### config.mk
export PLATFORM = sky130hd
export DESIGN_NAME = obp_supervisor
export DESIGN_NICKNAME = d
export VERILOG_FILES = /design/src/obp_pkg.sv /design/src/obp_ovp_window.sv /design/src/obp_supervisor.sv
export SDC_FILE = /design/constraint.sdc
export NUM_CORES = 1
export LEC_CHECK = 0
export BUFFER_PORTS_ARGS = -buffer_cell sky130_fd_sc_hd__buf_2
export CORE_MARGIN = 5
export CORE_UTILIZATION = 40
export CTS_BUF_LIST = sky130_fd_sc_hd__clkbuf_8
export DETAILED_ROUTE_END_ITERATION = 16
export GPL_TIMING_DRIVEN = 0
export PLACE_DENSITY = 0.69
export SETUP_SLACK_MARGIN = 0.15
export SLEW_MARGIN = 5
export SYNTH_ARGS = -nofsm -noshare
export SYNTH_HDL_FRONTEND = slang
export SYNTH_SLANG_ARGS = --single-unit
### constraint.sdc
create_clock -name core_clk_i -period 2.5 [get_ports core_clk_i]
set_input_delay 0.5 -clock core_clk_i [delete_from_list [all_inputs] [get_ports core_clk_i]]
set_output_delay 0.5 -clock core_clk_i [all_outputs]
set_load 0.03 [all_outputs]
### src/obp_pkg.sv
// Purpose: Shared constants and types for the overvoltage and brownout supervisor.
// Assumes: 100 MHz core clock.
// Notes:   Analog thresholds arrive as comparator outputs; only timing is counted here.
package obp_pkg;

	// ==========================================================
	// Timing
	localparam int CLK_PERIOD_NS   = 10;
	localparam int OVP_BLANK_NS    = 2000;
	localparam int OVP_WIN_NS      = 500;
	localparam int OVP_BLANK_CYC   = (OVP_BLANK_NS + CLK_PERIOD_NS - 1) / CLK_PERIOD_NS;
	localparam int OVP_WIN_CYC     = (OVP_WIN_NS / CLK_PERIOD_NS < 1) ? 1 :
		OVP_WIN_NS / CLK_PERIOD_NS;
	localparam int OVP_TRIP_COUNT  = 4;
	localparam int TIMER_W         = 12;
	localparam logic [TIMER_W-1:0] BLANK_LAST = TIMER_W'(OVP_BLANK_CYC - 1);
	localparam logic [TIMER_W-1:0] WIN_LAST   = TIMER_W'(OVP_BLANK_CYC + OVP_WIN_CYC - 1);
	localparam logic [TIMER_W-1:0] TIMER_ZERO = 12'h000;
	localparam logic [2:0]         TRIP_LAST  = 3'(OVP_TRIP_COUNT);
	localparam logic [2:0]         TRIP_ZERO  = 3'h0;

	// ==========================================================
	// Supervisor states
	typedef enum logic [2:0] {
		OBP_WAIT_MAINS,
		OBP_RUN,
		OBP_OVP_OFF,
		OBP_LATCHED,
		OBP_BROWNOUT
	} obp_state_t;

	// ==========================================================
	// Sampling window phases
	typedef enum logic [1:0] {
		OBP_WIN_IDLE,
		OBP_WIN_BLANK,
		OBP_WIN_OPEN
	} obp_win_t;

endpackage : obp_pkg

### src/obp_ovp_window.sv
// Purpose: Sampling window after each switch turn-off and consecutive-trip counter.
// Assumes: switch_on_i is synchronous; comparator is valid in the off-time.
// Notes:   One evaluation per switching cycle, at the window close.
`timescale 1ns/1ps
module obp_ovp_window
	import obp_pkg::*;
(
	input  wire logic core_clk_i,
	input  wire logic rst_b_i,
	input  wire logic enable_i,
	input  wire logic switch_on_i,
	input  wire logic aux_ovp_i,
	output logic      trip_confirm_o,
	output logic      window_open_o
);

	obp_win_t         win_reg, win_next;
	logic [TIMER_W-1:0] tmr_reg, tmr_next;
	logic [2:0]       cnt_reg, cnt_next;
	logic             hit_reg, hit_next;
	logic             sw_d_reg;
	logic             off_edge;
	logic             closing;

	assign off_edge = sw_d_reg && !switch_on_i;
	assign closing  = (win_reg == OBP_WIN_OPEN) && (tmr_reg == WIN_LAST);

	// ==========================================================
	// Window and counter next state
	always_comb begin
		win_next = win_reg;
		tmr_next = tmr_reg;
		cnt_next = cnt_reg;
		hit_next = hit_reg;
		case (win_reg)
			OBP_WIN_IDLE: begin
				if (off_edge) begin
					win_next = OBP_WIN_BLANK;
					tmr_next = TIMER_ZERO;
					hit_next = 1'b0;
				end
			end
			OBP_WIN_BLANK: begin
				tmr_next = tmr_reg + 1'b1;
				if (tmr_reg == BLANK_LAST) begin
					win_next = OBP_WIN_OPEN;
				end
			end
			OBP_WIN_OPEN: begin
				tmr_next = tmr_reg + 1'b1;
				if (aux_ovp_i) begin
					hit_next = 1'b1;
				end
				if (closing) begin
					win_next = OBP_WIN_IDLE;
					if (hit_reg || aux_ovp_i) begin
						if (cnt_reg != TRIP_LAST) begin
							cnt_next = cnt_reg + 1'b1;
						end
					end else begin
						cnt_next = TRIP_ZERO;
					end
				end
			end
			default: win_next = OBP_WIN_IDLE;
		endcase
		if (switch_on_i && win_reg != OBP_WIN_IDLE) begin
			win_next = OBP_WIN_IDLE;
			cnt_next = TRIP_ZERO;
		end
		if (!enable_i) begin
			win_next = OBP_WIN_IDLE;
			cnt_next = TRIP_ZERO;
		end
	end

	always_ff @(posedge core_clk_i or negedge rst_b_i) begin
		if (!rst_b_i) begin
			win_reg  <= OBP_WIN_IDLE;
			tmr_reg  <= TIMER_ZERO;
			cnt_reg  <= TRIP_ZERO;
			hit_reg  <= 1'b0;
			sw_d_reg <= 1'b0;
		end else begin
			win_reg  <= win_next;
			tmr_reg  <= tmr_next;
			cnt_reg  <= cnt_next;
			hit_reg  <= hit_next;
			sw_d_reg <= switch_on_i;
		end
	end

	assign trip_confirm_o = (cnt_reg == TRIP_LAST);
	assign window_open_o  = (win_reg == OBP_WIN_OPEN);

	// ==========================================================
	// Checks
	trip_saturate_a: assert property (@(posedge core_clk_i) disable iff (!rst_b_i)
		cnt_reg <= TRIP_LAST) else $error("trip counter over limit");
	window_blank_a: assert property (@(posedge core_clk_i) disable iff (!rst_b_i)
		(off_edge && win_reg == OBP_WIN_IDLE && enable_i) ##1 (!switch_on_i && enable_i) [*8]
		|-> !window_open_o) else $error("window opened inside blanking");
	miss_clear_a: assert property (@(posedge core_clk_i) disable iff (!rst_b_i)
		(closing && !hit_reg && !aux_ovp_i) |=> cnt_reg == TRIP_ZERO)
		else $error("counter kept after a clean cycle");
	count_step_a: assert property (@(posedge core_clk_i) disable iff (!rst_b_i)
		(closing && aux_ovp_i && enable_i && !switch_on_i && cnt_reg < TRIP_LAST)
		|=> cnt_reg == $past(cnt_reg) + 3'h1) else $error("trip not counted");
	window_seen_c: cover property (@(posedge core_clk_i) disable iff (!rst_b_i)
		closing && hit_reg);

endmodule : obp_ovp_window

### src/obp_supervisor.sv
// Contract
// - In off-time, aux winding above 5V reference flags an overvoltage trip.
// - Trip accepted only in 0.5us window opening 2us after turn-off.
// - Overvoltage shutdown only after four consecutive tripped switching cycles.
// - Trip counter cleared in any cycle without a trip in its window.
// - Confirmed overvoltage stops switching and enables 1mA feedforward source.
// - Feedforward pin reaching 5V plus two Vbe with source on latches off.
// - Without latch threshold, overvoltage shutdown restarts after supply below 5V.
// - No start until mains sense above 0.485V; mains-fail held meanwhile.
// - Running, mains sense below 0.45V asserts mains-fail and shuts down.
// - Brownout opens pre-regulator switch, discharges soft-start, gate low.
// - Protection latch cleared when mains sense falls below 0.45V; the code clears it only once supply is also below restart.
// - Latched off, start-up generator cycles supply between start and start-0.5V.
// - In brownout start-up generator runs with no switching activity.
// - 15uA sink on mains sense whenever mains-fail is asserted.
// - Slope ramp output only during switch on-time when mode pin not at reference.
// - No slope ramp while the switch is off.
// - Latched-off state cleared by supply undervoltage lockout or by low mains with supply below restart.
// - Latched with low mains, start-up generator off until supply below restart.
//
// Purpose: Overvoltage and brownout supervisor for an offline converter controller.
// Assumes: All comparator inputs are synchronous digital levels from analog front ends.
// Notes:   Supply comparators (uvlo, below 5V, start, start-0.5V, restart) are inputs.
`timescale 1ns/1ps
module obp_supervisor
	import obp_pkg::*;
(
	input  wire logic core_clk_i,
	input  wire logic rst_b_i,
	input  wire logic uvlo_i,
	input  wire logic pwm_request_i,
	input  wire logic aux_winding_sense_ovp_i,
	input  wire logic feedforward_pin_latch_i,
	input  wire logic mains_sense_input_on_i,
	input  wire logic mains_sense_input_off_i,
	input  wire logic supply_below_5v_i,
	input  wire logic supply_above_start_i,
	input  wire logic supply_above_hyst_i,
	input  wire logic supply_above_restart_i,
	input  wire logic mode_slope_pin_at_ref_i,
	input  wire logic osc_ramp_i,
	output logic      gate_drive_o,
	output logic      ff_current_source_o,
	output logic      mains_fail_flag_o,
	output logic      mains_sink_o,
	output logic      pre_regulator_supply_switch_o,
	output logic      softstart_discharge_o,
	output logic      hv_startup_on_o,
	output logic      slope_ramp_o,
	output logic      latched_off_o
);

	// ==========================================================
	// Reset release
	logic rst_s1_reg, rst_s2_reg;
	logic rst_b;

	always_ff @(posedge core_clk_i or negedge rst_b_i) begin
		if (!rst_b_i) begin
			rst_s1_reg <= 1'b0;
			rst_s2_reg <= 1'b0;
		end else begin
			rst_s1_reg <= 1'b1;
			rst_s2_reg <= rst_s1_reg;
		end
	end

	assign rst_b = rst_s2_reg;

	// ==========================================================
	// Overvoltage window and counter
	logic trip_confirm;
	logic window_open;
	logic run_en;

	obp_ovp_window u_ovp_window (
		.core_clk_i     (core_clk_i),
		.rst_b_i        (rst_b),
		.enable_i       (run_en),
		.switch_on_i    (gate_drive_o),
		.aux_ovp_i      (aux_winding_sense_ovp_i),
		.trip_confirm_o (trip_confirm),
		.window_open_o  (window_open)
	);

	// ==========================================================
	// Supervisor state machine
	obp_state_t state_reg, state_next;
	logic       hv_reg, hv_next;
	logic       hold_reg, hold_next;

	assign run_en = (state_reg == OBP_RUN);

	always_comb begin
		state_next = state_reg;
		hv_next    = hv_reg;
		hold_next  = hold_reg;
		case (state_reg)
			OBP_WAIT_MAINS: begin
				hv_next = 1'b1;
				if (mains_sense_input_on_i) begin
					state_next = OBP_RUN;
				end
			end
			OBP_RUN: begin
				hv_next = 1'b0;
				if (!mains_sense_input_off_i) begin
					state_next = OBP_BROWNOUT;
				end else if (trip_confirm) begin
					state_next = OBP_OVP_OFF;
				end
			end
			OBP_OVP_OFF: begin
				hv_next = 1'b0;
				if (feedforward_pin_latch_i) begin
					state_next = OBP_LATCHED;
					hold_next  = 1'b0;
				end else if (supply_below_5v_i) begin
					state_next = OBP_WAIT_MAINS;
				end
			end
			OBP_LATCHED: begin
				if (!mains_sense_input_off_i) begin
					hold_next = 1'b1;
				end
				// Act on low mains in the same cycle so the generator never pulses once
				if (hold_next) begin
					hv_next = 1'b0;
					if (!supply_above_restart_i) begin
						state_next = OBP_WAIT_MAINS;
						hold_next  = 1'b0;
					end
				end else if (!supply_above_hyst_i) begin
					hv_next = 1'b1;
				end else if (supply_above_start_i) begin
					hv_next = 1'b0;
				end
			end
			OBP_BROWNOUT: begin
				if (!supply_above_restart_i) begin
					hv_next = 1'b1;
				end else if (supply_above_start_i) begin
					hv_next = 1'b0;
				end
				if (mains_sense_input_on_i) begin
					state_next = OBP_RUN;
				end
			end
			default: state_next = OBP_WAIT_MAINS;
		endcase
		if (uvlo_i) begin
			state_next = OBP_WAIT_MAINS;
			hold_next  = 1'b0;
		end
	end

	always_ff @(posedge core_clk_i or negedge rst_b) begin
		if (!rst_b) begin
			state_reg <= OBP_WAIT_MAINS;
			hv_reg    <= 1'b0;
			hold_reg  <= 1'b0;
		end else begin
			state_reg <= state_next;
			hv_reg    <= hv_next;
			hold_reg  <= hold_next;
		end
	end

	// ==========================================================
	// Output registers
	logic gate_next, ffsrc_next, fail_next, preg_next, ssd_next, ramp_next, latch_next;

	always_comb begin
		gate_next  = (state_next == OBP_RUN) && pwm_request_i;
		ffsrc_next = (state_next == OBP_OVP_OFF);
		fail_next  = (state_next == OBP_WAIT_MAINS && !mains_sense_input_on_i) ||
			(state_next == OBP_BROWNOUT);
		preg_next  = (state_next == OBP_RUN);
		ssd_next   = (state_next != OBP_RUN);
		ramp_next  = gate_next && !mode_slope_pin_at_ref_i && osc_ramp_i;
		latch_next = (state_next == OBP_LATCHED);
	end

	always_ff @(posedge core_clk_i or negedge rst_b) begin
		if (!rst_b) begin
			gate_drive_o                  <= 1'b0;
			ff_current_source_o           <= 1'b0;
			mains_fail_flag_o             <= 1'b1;
			mains_sink_o                  <= 1'b1;
			pre_regulator_supply_switch_o <= 1'b0;
			softstart_discharge_o         <= 1'b1;
			hv_startup_on_o               <= 1'b0;
			slope_ramp_o                  <= 1'b0;
			latched_off_o                 <= 1'b0;
		end else begin
			gate_drive_o                  <= gate_next;
			ff_current_source_o           <= ffsrc_next;
			mains_fail_flag_o             <= fail_next;
			mains_sink_o                  <= fail_next;
			pre_regulator_supply_switch_o <= preg_next;
			softstart_discharge_o         <= ssd_next;
			hv_startup_on_o               <= hv_next;
			slope_ramp_o                  <= ramp_next;
			latched_off_o                 <= latch_next;
		end
	end

	// ==========================================================
	// Checks
	sink_follows_a: assert property (@(posedge core_clk_i) disable iff (!rst_b)
		mains_sink_o == mains_fail_flag_o)
		else $error("sink differs from fail flag");
	no_ramp_off_a: assert property (@(posedge core_clk_i) disable iff (!rst_b)
		!gate_drive_o |-> !slope_ramp_o)
		else $error("ramp while switch off");
	mode_ref_a: assert property (@(posedge core_clk_i) disable iff (!rst_b)
		mode_slope_pin_at_ref_i |=> !slope_ramp_o)
		else $error("ramp with mode at reference");

	// ==========================================================
	// Checks: mains and brownout
	start_block_a: assert property (@(posedge core_clk_i) disable iff (!rst_b)
		(state_reg == OBP_WAIT_MAINS && !mains_sense_input_on_i) |=>
		!gate_drive_o)
		else $error("started without mains");
	mains_start_a: assert property (@(posedge core_clk_i) disable iff (!rst_b)
		(state_reg == OBP_WAIT_MAINS && mains_sense_input_on_i && !uvlo_i) |=>
		(!mains_fail_flag_o && pre_regulator_supply_switch_o))
		else $error("mains good but no start");
	brown_stop_a: assert property (@(posedge core_clk_i) disable iff (!rst_b)
		(state_reg == OBP_RUN && !mains_sense_input_off_i) |=>
		(mains_fail_flag_o && !gate_drive_o && softstart_discharge_o &&
		!pre_regulator_supply_switch_o))
		else $error("brownout did not shut down");
	fail_gate_a: assert property (@(posedge core_clk_i) disable iff (!rst_b)
		mains_fail_flag_o |->
		!gate_drive_o)
		else $error("gate driven with mains failed");
	fail_preg_a: assert property (@(posedge core_clk_i) disable iff (!rst_b)
		mains_fail_flag_o |->
		(!pre_regulator_supply_switch_o && softstart_discharge_o))
		else $error("supply switch closed with mains failed");
	brown_hv_a: assert property (@(posedge core_clk_i) disable iff (!rst_b)
		(state_reg == OBP_BROWNOUT && !supply_above_restart_i) |=>
		hv_startup_on_o)
		else $error("generator off in brownout below restart");

	// ==========================================================
	// Checks: overvoltage and latch
	window_off_a: assert property (@(posedge core_clk_i) disable iff (!rst_b)
		window_open |->
		!$past(gate_drive_o))
		else $error("window open in on-time");
	ovp_stop_a: assert property (@(posedge core_clk_i) disable iff (!rst_b)
		(state_reg == OBP_RUN && trip_confirm && mains_sense_input_off_i && !uvlo_i) |=>
		(ff_current_source_o && !gate_drive_o))
		else $error("overvoltage not acted on");
	ff_stop_a: assert property (@(posedge core_clk_i) disable iff (!rst_b)
		ff_current_source_o |->
		(!gate_drive_o && !latched_off_o))
		else $error("source on while switching or latched");
	ovp_restart_a: assert property (@(posedge core_clk_i) disable iff (!rst_b)
		(state_reg == OBP_OVP_OFF && supply_below_5v_i && !feedforward_pin_latch_i) |=>
		state_reg == OBP_WAIT_MAINS)
		else $error("no restart after supply drop");
	latch_enter_a: assert property (@(posedge core_clk_i) disable iff (!rst_b)
		(state_reg == OBP_OVP_OFF && feedforward_pin_latch_i && !uvlo_i) |=>
		latched_off_o)
		else $error("latch threshold ignored");
	latch_hold_a: assert property (@(posedge core_clk_i) disable iff (!rst_b)
		(state_reg == OBP_LATCHED && !uvlo_i && !hold_reg && mains_sense_input_off_i) |=>
		state_reg == OBP_LATCHED)
		else $error("latch left without cause");
	uvlo_clear_a: assert property (@(posedge core_clk_i) disable iff (!rst_b)
		uvlo_i |=>
		(!latched_off_o && !ff_current_source_o && !gate_drive_o))
		else $error("lockout did not clear protection");
	mains_clear_a: assert property (@(posedge core_clk_i) disable iff (!rst_b)
		(state_reg == OBP_LATCHED && hold_reg && !supply_above_restart_i) |=>
		!latched_off_o)
		else $error("latch kept after mains loss");

	// ==========================================================
	// Checks: start-up generator
	latch_cycle_a: assert property (@(posedge core_clk_i) disable iff (!rst_b)
		(state_reg == OBP_LATCHED && !hold_reg && mains_sense_input_off_i &&
		!supply_above_hyst_i) |=> hv_startup_on_o)
		else $error("generator idle below hysteresis");
	latch_hv_a: assert property (@(posedge core_clk_i) disable iff (!rst_b)
		(state_reg == OBP_LATCHED && hold_reg) |=>
		!hv_startup_on_o)
		else $error("generator on with mains low");

	// ==========================================================
	// Coverage
	ovp_shut_c: cover property (@(posedge core_clk_i) disable iff (!rst_b)
		state_reg == OBP_RUN ##1 state_reg == OBP_OVP_OFF);
	latch_c: cover property (@(posedge core_clk_i) disable iff (!rst_b)
		state_reg == OBP_LATCHED && hold_reg);
	brown_c: cover property (@(posedge core_clk_i) disable iff (!rst_b)
		state_reg == OBP_BROWNOUT ##1 state_reg == OBP_RUN);
	latch_clear_c: cover property (@(posedge core_clk_i) disable iff (!rst_b)
		state_reg == OBP_LATCHED ##1 state_reg == OBP_WAIT_MAINS);

endmodule : obp_supervisor

Word-level counts from Yosys, hierarchy flattened
Index checks and enable logic that the tools add are counted.
Storage, ports and cells
  flip-flop bits (word level): 33
  input bits: 14
  output and inout port bits: 9
  word-level logic and storage cells: 109
Cells by class
  add/subtract/negate cells: 2
  equality and inequality tests: 24
  multiplexer cells: 38
  reduce and logical (&&, ||, !) cells: 28
Operators by type and width (count)
  3-bit two-way mux: 14
  12-bit by 8-bit equality test with 1-bit output, second input constant: 2
  12-bit case mux with 2 select lines: 1
  4-bit != test, second input constant: 4
  12-bit by 1-bit adder with 12-bit output, second input constant: 1
  3-bit by 2-bit equality test with 1-bit output, second input constant: 4
  1-bit two-way mux: 12
  12-bit two-way mux: 1
  3-bit != test, second input constant: 4
  3-bit case mux with 4 select lines: 1
  2-bit two-way mux: 5
  3-bit equality test, second input constant: 3
  3-bit AND reduction: 3
  1-bit logical AND: 7
  3-bit by 1-bit equality test with 1-bit output, second input constant: 2
  3-bit logical NOT: 2
  2-bit case mux with 3 select lines: 1
  2-bit nonzero test: 3
  2-bit OR reduction: 3
  1-bit case mux with 2 select lines: 2
  1-bit case mux with 4 select lines: 1
  2-bit AND reduction: 2
  4-bit nonzero test: 1
  3-bit by 1-bit adder with 3-bit output, second input constant: 1
  other kinds (9): 12

Longest topological paths before layout
  depth in word-level cells: 9
  depth in mapped cells: 7
  depth with buffers taken out: 6

Modules after synthesis
A second synthesis with hierarchy kept.
Unflattened totals
  cells, all modules: 186
  area, all modules: 1835.5 µm²
Modules (own cells, without submodules)
  obp_ovp_window: instances 1, cells an instance 117, area an instance 1127.3 µm², seq. area each 475.5 µm²
  obp_supervisor: instances 1, cells an instance 69, area an instance 708.2 µm², seq. area each 352.8 µm²

Worst setup path after synthesis
Ideal clock, no wire load.
  path kind: flip-flop to flip-flop
  start: reg u_ovp_window.tmr_reg[10]
  end: reg u_ovp_window.cnt_reg[2]
  library setup time: 82 ps
  arrival: 2094 ps
  data required time: 2418 ps
  setup slack: 324 ps
  stages on the path, launching flop included: 5
  path buffers: 0
  clock period less this slack: 2176 ps
  cell sequence: dfrtp_1 or4_4 or4_4 or4_1 a31oi_1
Between the ends
  cells in the longest elaborated chain, start to end: 4
Ends and longest elaborated chain
  start: declaration: RTL line obp_ovp_window.sv:18  | logic [TIMER_W-1:0] tmr_reg, tmr_next;
  start signal: assignment: RTL line obp_ovp_window.sv:86  | tmr_reg <= tmr_next;
  12-bit by 8-bit equality test with 1-bit output: RTL line obp_ovp_window.sv:26  | assign closing = (win_reg == OBP_WIN_OPEN) && (tmr_reg == WIN_LAST);
  1-bit logical AND: RTL line obp_ovp_window.sv:26
  3-bit != test (no line)
  3-bit AND reduction (no line)
  end signal: assignment: RTL line obp_ovp_window.sv:87  | cnt_reg <= cnt_next;
  end: declaration: RTL line obp_ovp_window.sv:19  | logic [2:0] cnt_reg, cnt_next;
No other way between the ends.
A chain may end at the register's enable or synchronous reset.

Worst setup path after layout
Same ends and word-level chain as after synthesis.

==> impl_results.md <==
- Fin cells: about 270
- Gate Count Post-Synth: 186
- GRT Total Usage: 0.1250
- Critical Path Sink Type: flop
- Startpoint types: flop
- Inst Count DP: 260
- Via Count: 1464
- R2R Setup Slk: 0.20 ns
- Drt drc: 0
- Setup TNS: 0 ns
- Initial antenna violation count: 0
- Die height: ~77 µm
- Yosys top cell by area: dfrtp_1
- Deepest clock path buffer count: 2
- Post-synth ARST share: 1.000
- Final setup viols: 0
- Worst Path Class, Setup: reg2reg
- Initial DRC count: 70
- Cell row count: 24
- Cells on worst reg2reg path: 4
- # Max-Cap Violations: 0
- Routed len/inst: 12.84 µm
- Max Fclk: around 440 MHz
- First-pass GRT wire length: approximately 6000 µm
- Max-slew violation count: 0
- Antenna diode count: 0
- Syn Std Cell Area: 1797 µm²
- Max VDD drop: 0.0003489 V
- Synth Register Bits: 33
- PD cells: 610.7 nW/µm²
- Hpwl dp: 2518 µm
- CTS tree: built
- Hold Crit Class: reg2async
- H-tree lvl count: 2
- Layout cells sized above 1: 0.2055
- Clock skew: about 0.0073 ns
- Clock Latency Late Sink: ~0.28 ns
- Clk Tree Root Cell: clkbuf_8
- Slew @ Worst Pin: ~1.0 ns
- DIE WIDTH: 77.02 µm
- I/O pins: 23
- Num Clock Sinks: 33
- Antenna-violating nets left: 0
- Crit-path max FO: 6
- Area Overhead vs Synth: 19.08%
- Top post-synthesis cells by area: dfrtp_1 (43%), ha_1 (6.3%), nand3_1 (3.3%)
- Static Leak: about 0.9 nW
- Yosys cell types: 46
- Max_slew headroom: 0.3309
- Synthesized area per cell: 9.660 µm²
- Capturing point of the worst reg2reg path: u_ovp_window.cnt_reg[2]$_DFFE_PN0P_
- Number of port buffers: 22
- Die footprint: 5932 µm²
- Core box area: between 4000 and 5000 µm²
- Largest net degree at the start of global routing: 32
- Starting Density: 0.4126
- CP cell instances: or4_4 -> or4_4 -> or4_1 -> a31oi_1
- Final core utilization: 0.4914
- DR pass1 iterations: 4
- Top cell type's share of synthesized area: 0.4318
- Gr ovfl total: 0
- Vias per cell: roughly 5.4
- Seq/Total Area, Yosys: 0.4610
- Vias in the first global route: 1331
- Hold Vio Cnt, Final: 0
- Top FF cell, synth: dfrtp_1
- Total Power: 0.001307 W
- Final-stage net count: 241
- Period minus WS final: 2.297 ns
- Total Routed Length: 3479 µm
- Synthesized Nets: 209
- Place WS: 0.2203 ns
- RSZ-0062 raised after global routing: no
- Final Cycle Share: 0.9190
- Reg2Reg Launch Point: u_ovp_window.tmr_reg[10]$_DFFE_PN0P_
- Post-synth EDFFs: 0
- CTS Buf Count: 5
- RePlAce Congestion: between 0.8 and 0.9
- Status: complete, no violations
- Yosys warns: 0
- CTS clk-pin slew, worst paths: 0.07 ns
- Crit-path most repeated cell: or4_4
- CP max-delay cell: or4_4
- Max incr delay on CP: 0.56 ns
- CP required: 2.70 ns
- Cell with the most instances after synthesis: dfrtp_1
- Top cells by count, synth: dfrtp_1 (31), nand2_1 (12), nand3_1 (12), nor2_1 (12)
- Critical path data arrival time: 2.50 ns
- Largest register FFs: 12
- Post-route setup slack: between 0.2 and 0.25 ns
-- timing repair --
action,4_1_cts,5_1_grt
resized for setup,0,2
buffers inserted,0,2
hold buffers,1,0
endpoints found under the setup margin,0,2
endpoints found under the hold margin,2,0
-- cell usage in the layout (no fill, tap or decap), types with 9 or more instances in the layout --
cell type,netlist,layout
a21oi_1,11,10
buf_2,0,22
dfrtp_1,31,30
ha_1,9,9
inv_1,9,9
nand2_1,12,12
nand2b_1,9,9
nand3_1,12,12
nor2_1,12,12
o21ai_0,11,11
-- worst max-delay path: cells and delay by family, from the launching register on --
family | cells | cell delay, ns
AOI/OAI and AO/OA | 1 | 0.17
DFF | 1 | 0.41
and+or+nand+nor | 3 | 1.63
-- worst max-delay path by stage --
stage,to,startpoint,cells after the start,slack (ns)
6_report,u_ovp_window.cnt_reg[2]$_DFFE_PN0P_,u_ovp_window.tmr_reg[10]$_DFFE_PN0P_,4,0.20
5_1_grt,u_ovp_window.cnt_reg[2]$_DFFE_PN0P_,u_ovp_window.tmr_reg[10]$_DFFE_PN0P_,4,0.15
4_1_cts,u_ovp_window.cnt_reg[2]$_DFFE_PN0P_,u_ovp_window.tmr_reg[10]$_DFFE_PN0P_,4,0.21
3_5_place_dp,u_ovp_window.cnt_reg[2]$_DFFE_PN0P_,u_ovp_window.tmr_reg[10]$_DFFE_PN0P_,4,0.22
3_3_place_gp,u_ovp_window.cnt_reg[2]$_DFFE_PN0P_,u_ovp_window.tmr_reg[10]$_DFFE_PN0P_,4,0.23
2_1_floorplan,u_ovp_window.cnt_reg[2]$_DFFE_PN0P_,u_ovp_window.tmr_reg[10]$_DFFE_PN0P_,4,0.32
-- kinds of logic (layout without fill, tap and decap cells) --
logic type / Yosys count / in the layout / share of synthesized area
compound gates: 44 / 44 / 0.1567
xor+xnor: 6 / 6 / 0.02925
fa+ha+maj: 9 / 9 / 0.06268
buf+inv: 14 / 47 / 0.03133
flops: 33 / 33 / 0.4610
mux: 2 / 2 / 0.01114
other cells: 1 / 1 / 0.002087
simple gates: 77 / 77 / 0.2458
-- area by class of cell --
type | count | area, µm²
Multi-Input combinational cell | 139 | 919.6
Clock inverter | 3 | 65.06
Fill cell | 418 | 2215
Tap cell | 52 | 65.06
Buffer | 5 | 22.52
Sequential cell | 33 | 829.5
Clock buffer | 5 | 68.82
Timing Repair Buffer | 25 | 135.1
Inverter | 9 | 33.78
-- layer usage --
layer | part of all wire | up-vias | track usage
li1 | - | 736 | -
met1 | 0.49 | 702 | 0.1600
met2 | 0.46 | 22 | 0.1876
met3 | 0.043 | 4 | 0.04215
met4 | 0.010 | 0 | 0.06186
met5 | 0 | - | 0
-- through the flow --
step	hold slack (ns)	area (µm²)
after floorplan	0.2044	1797
after global placement	0.2847	1972
after detailed placement	0.2881	1972
after CTS	0.3520	2116
after global routing	0.3574	2140
final	0.3095	2140
-- power breakdown --
| part | internal [W] | total, W | switching, W |
|---|---|---|---|
| Clock | 0.000396 | 0.000593 | 0.000197 |
| Sequential | 0.000558 | 0.000583 | 0.0000258 |
| Combinational | 0.0000536 | 0.000130 | 0.0000767 |
| Total | 0.00101 | 0.00131 | 0.000299 |
Power figures use the tool's default switching activity.
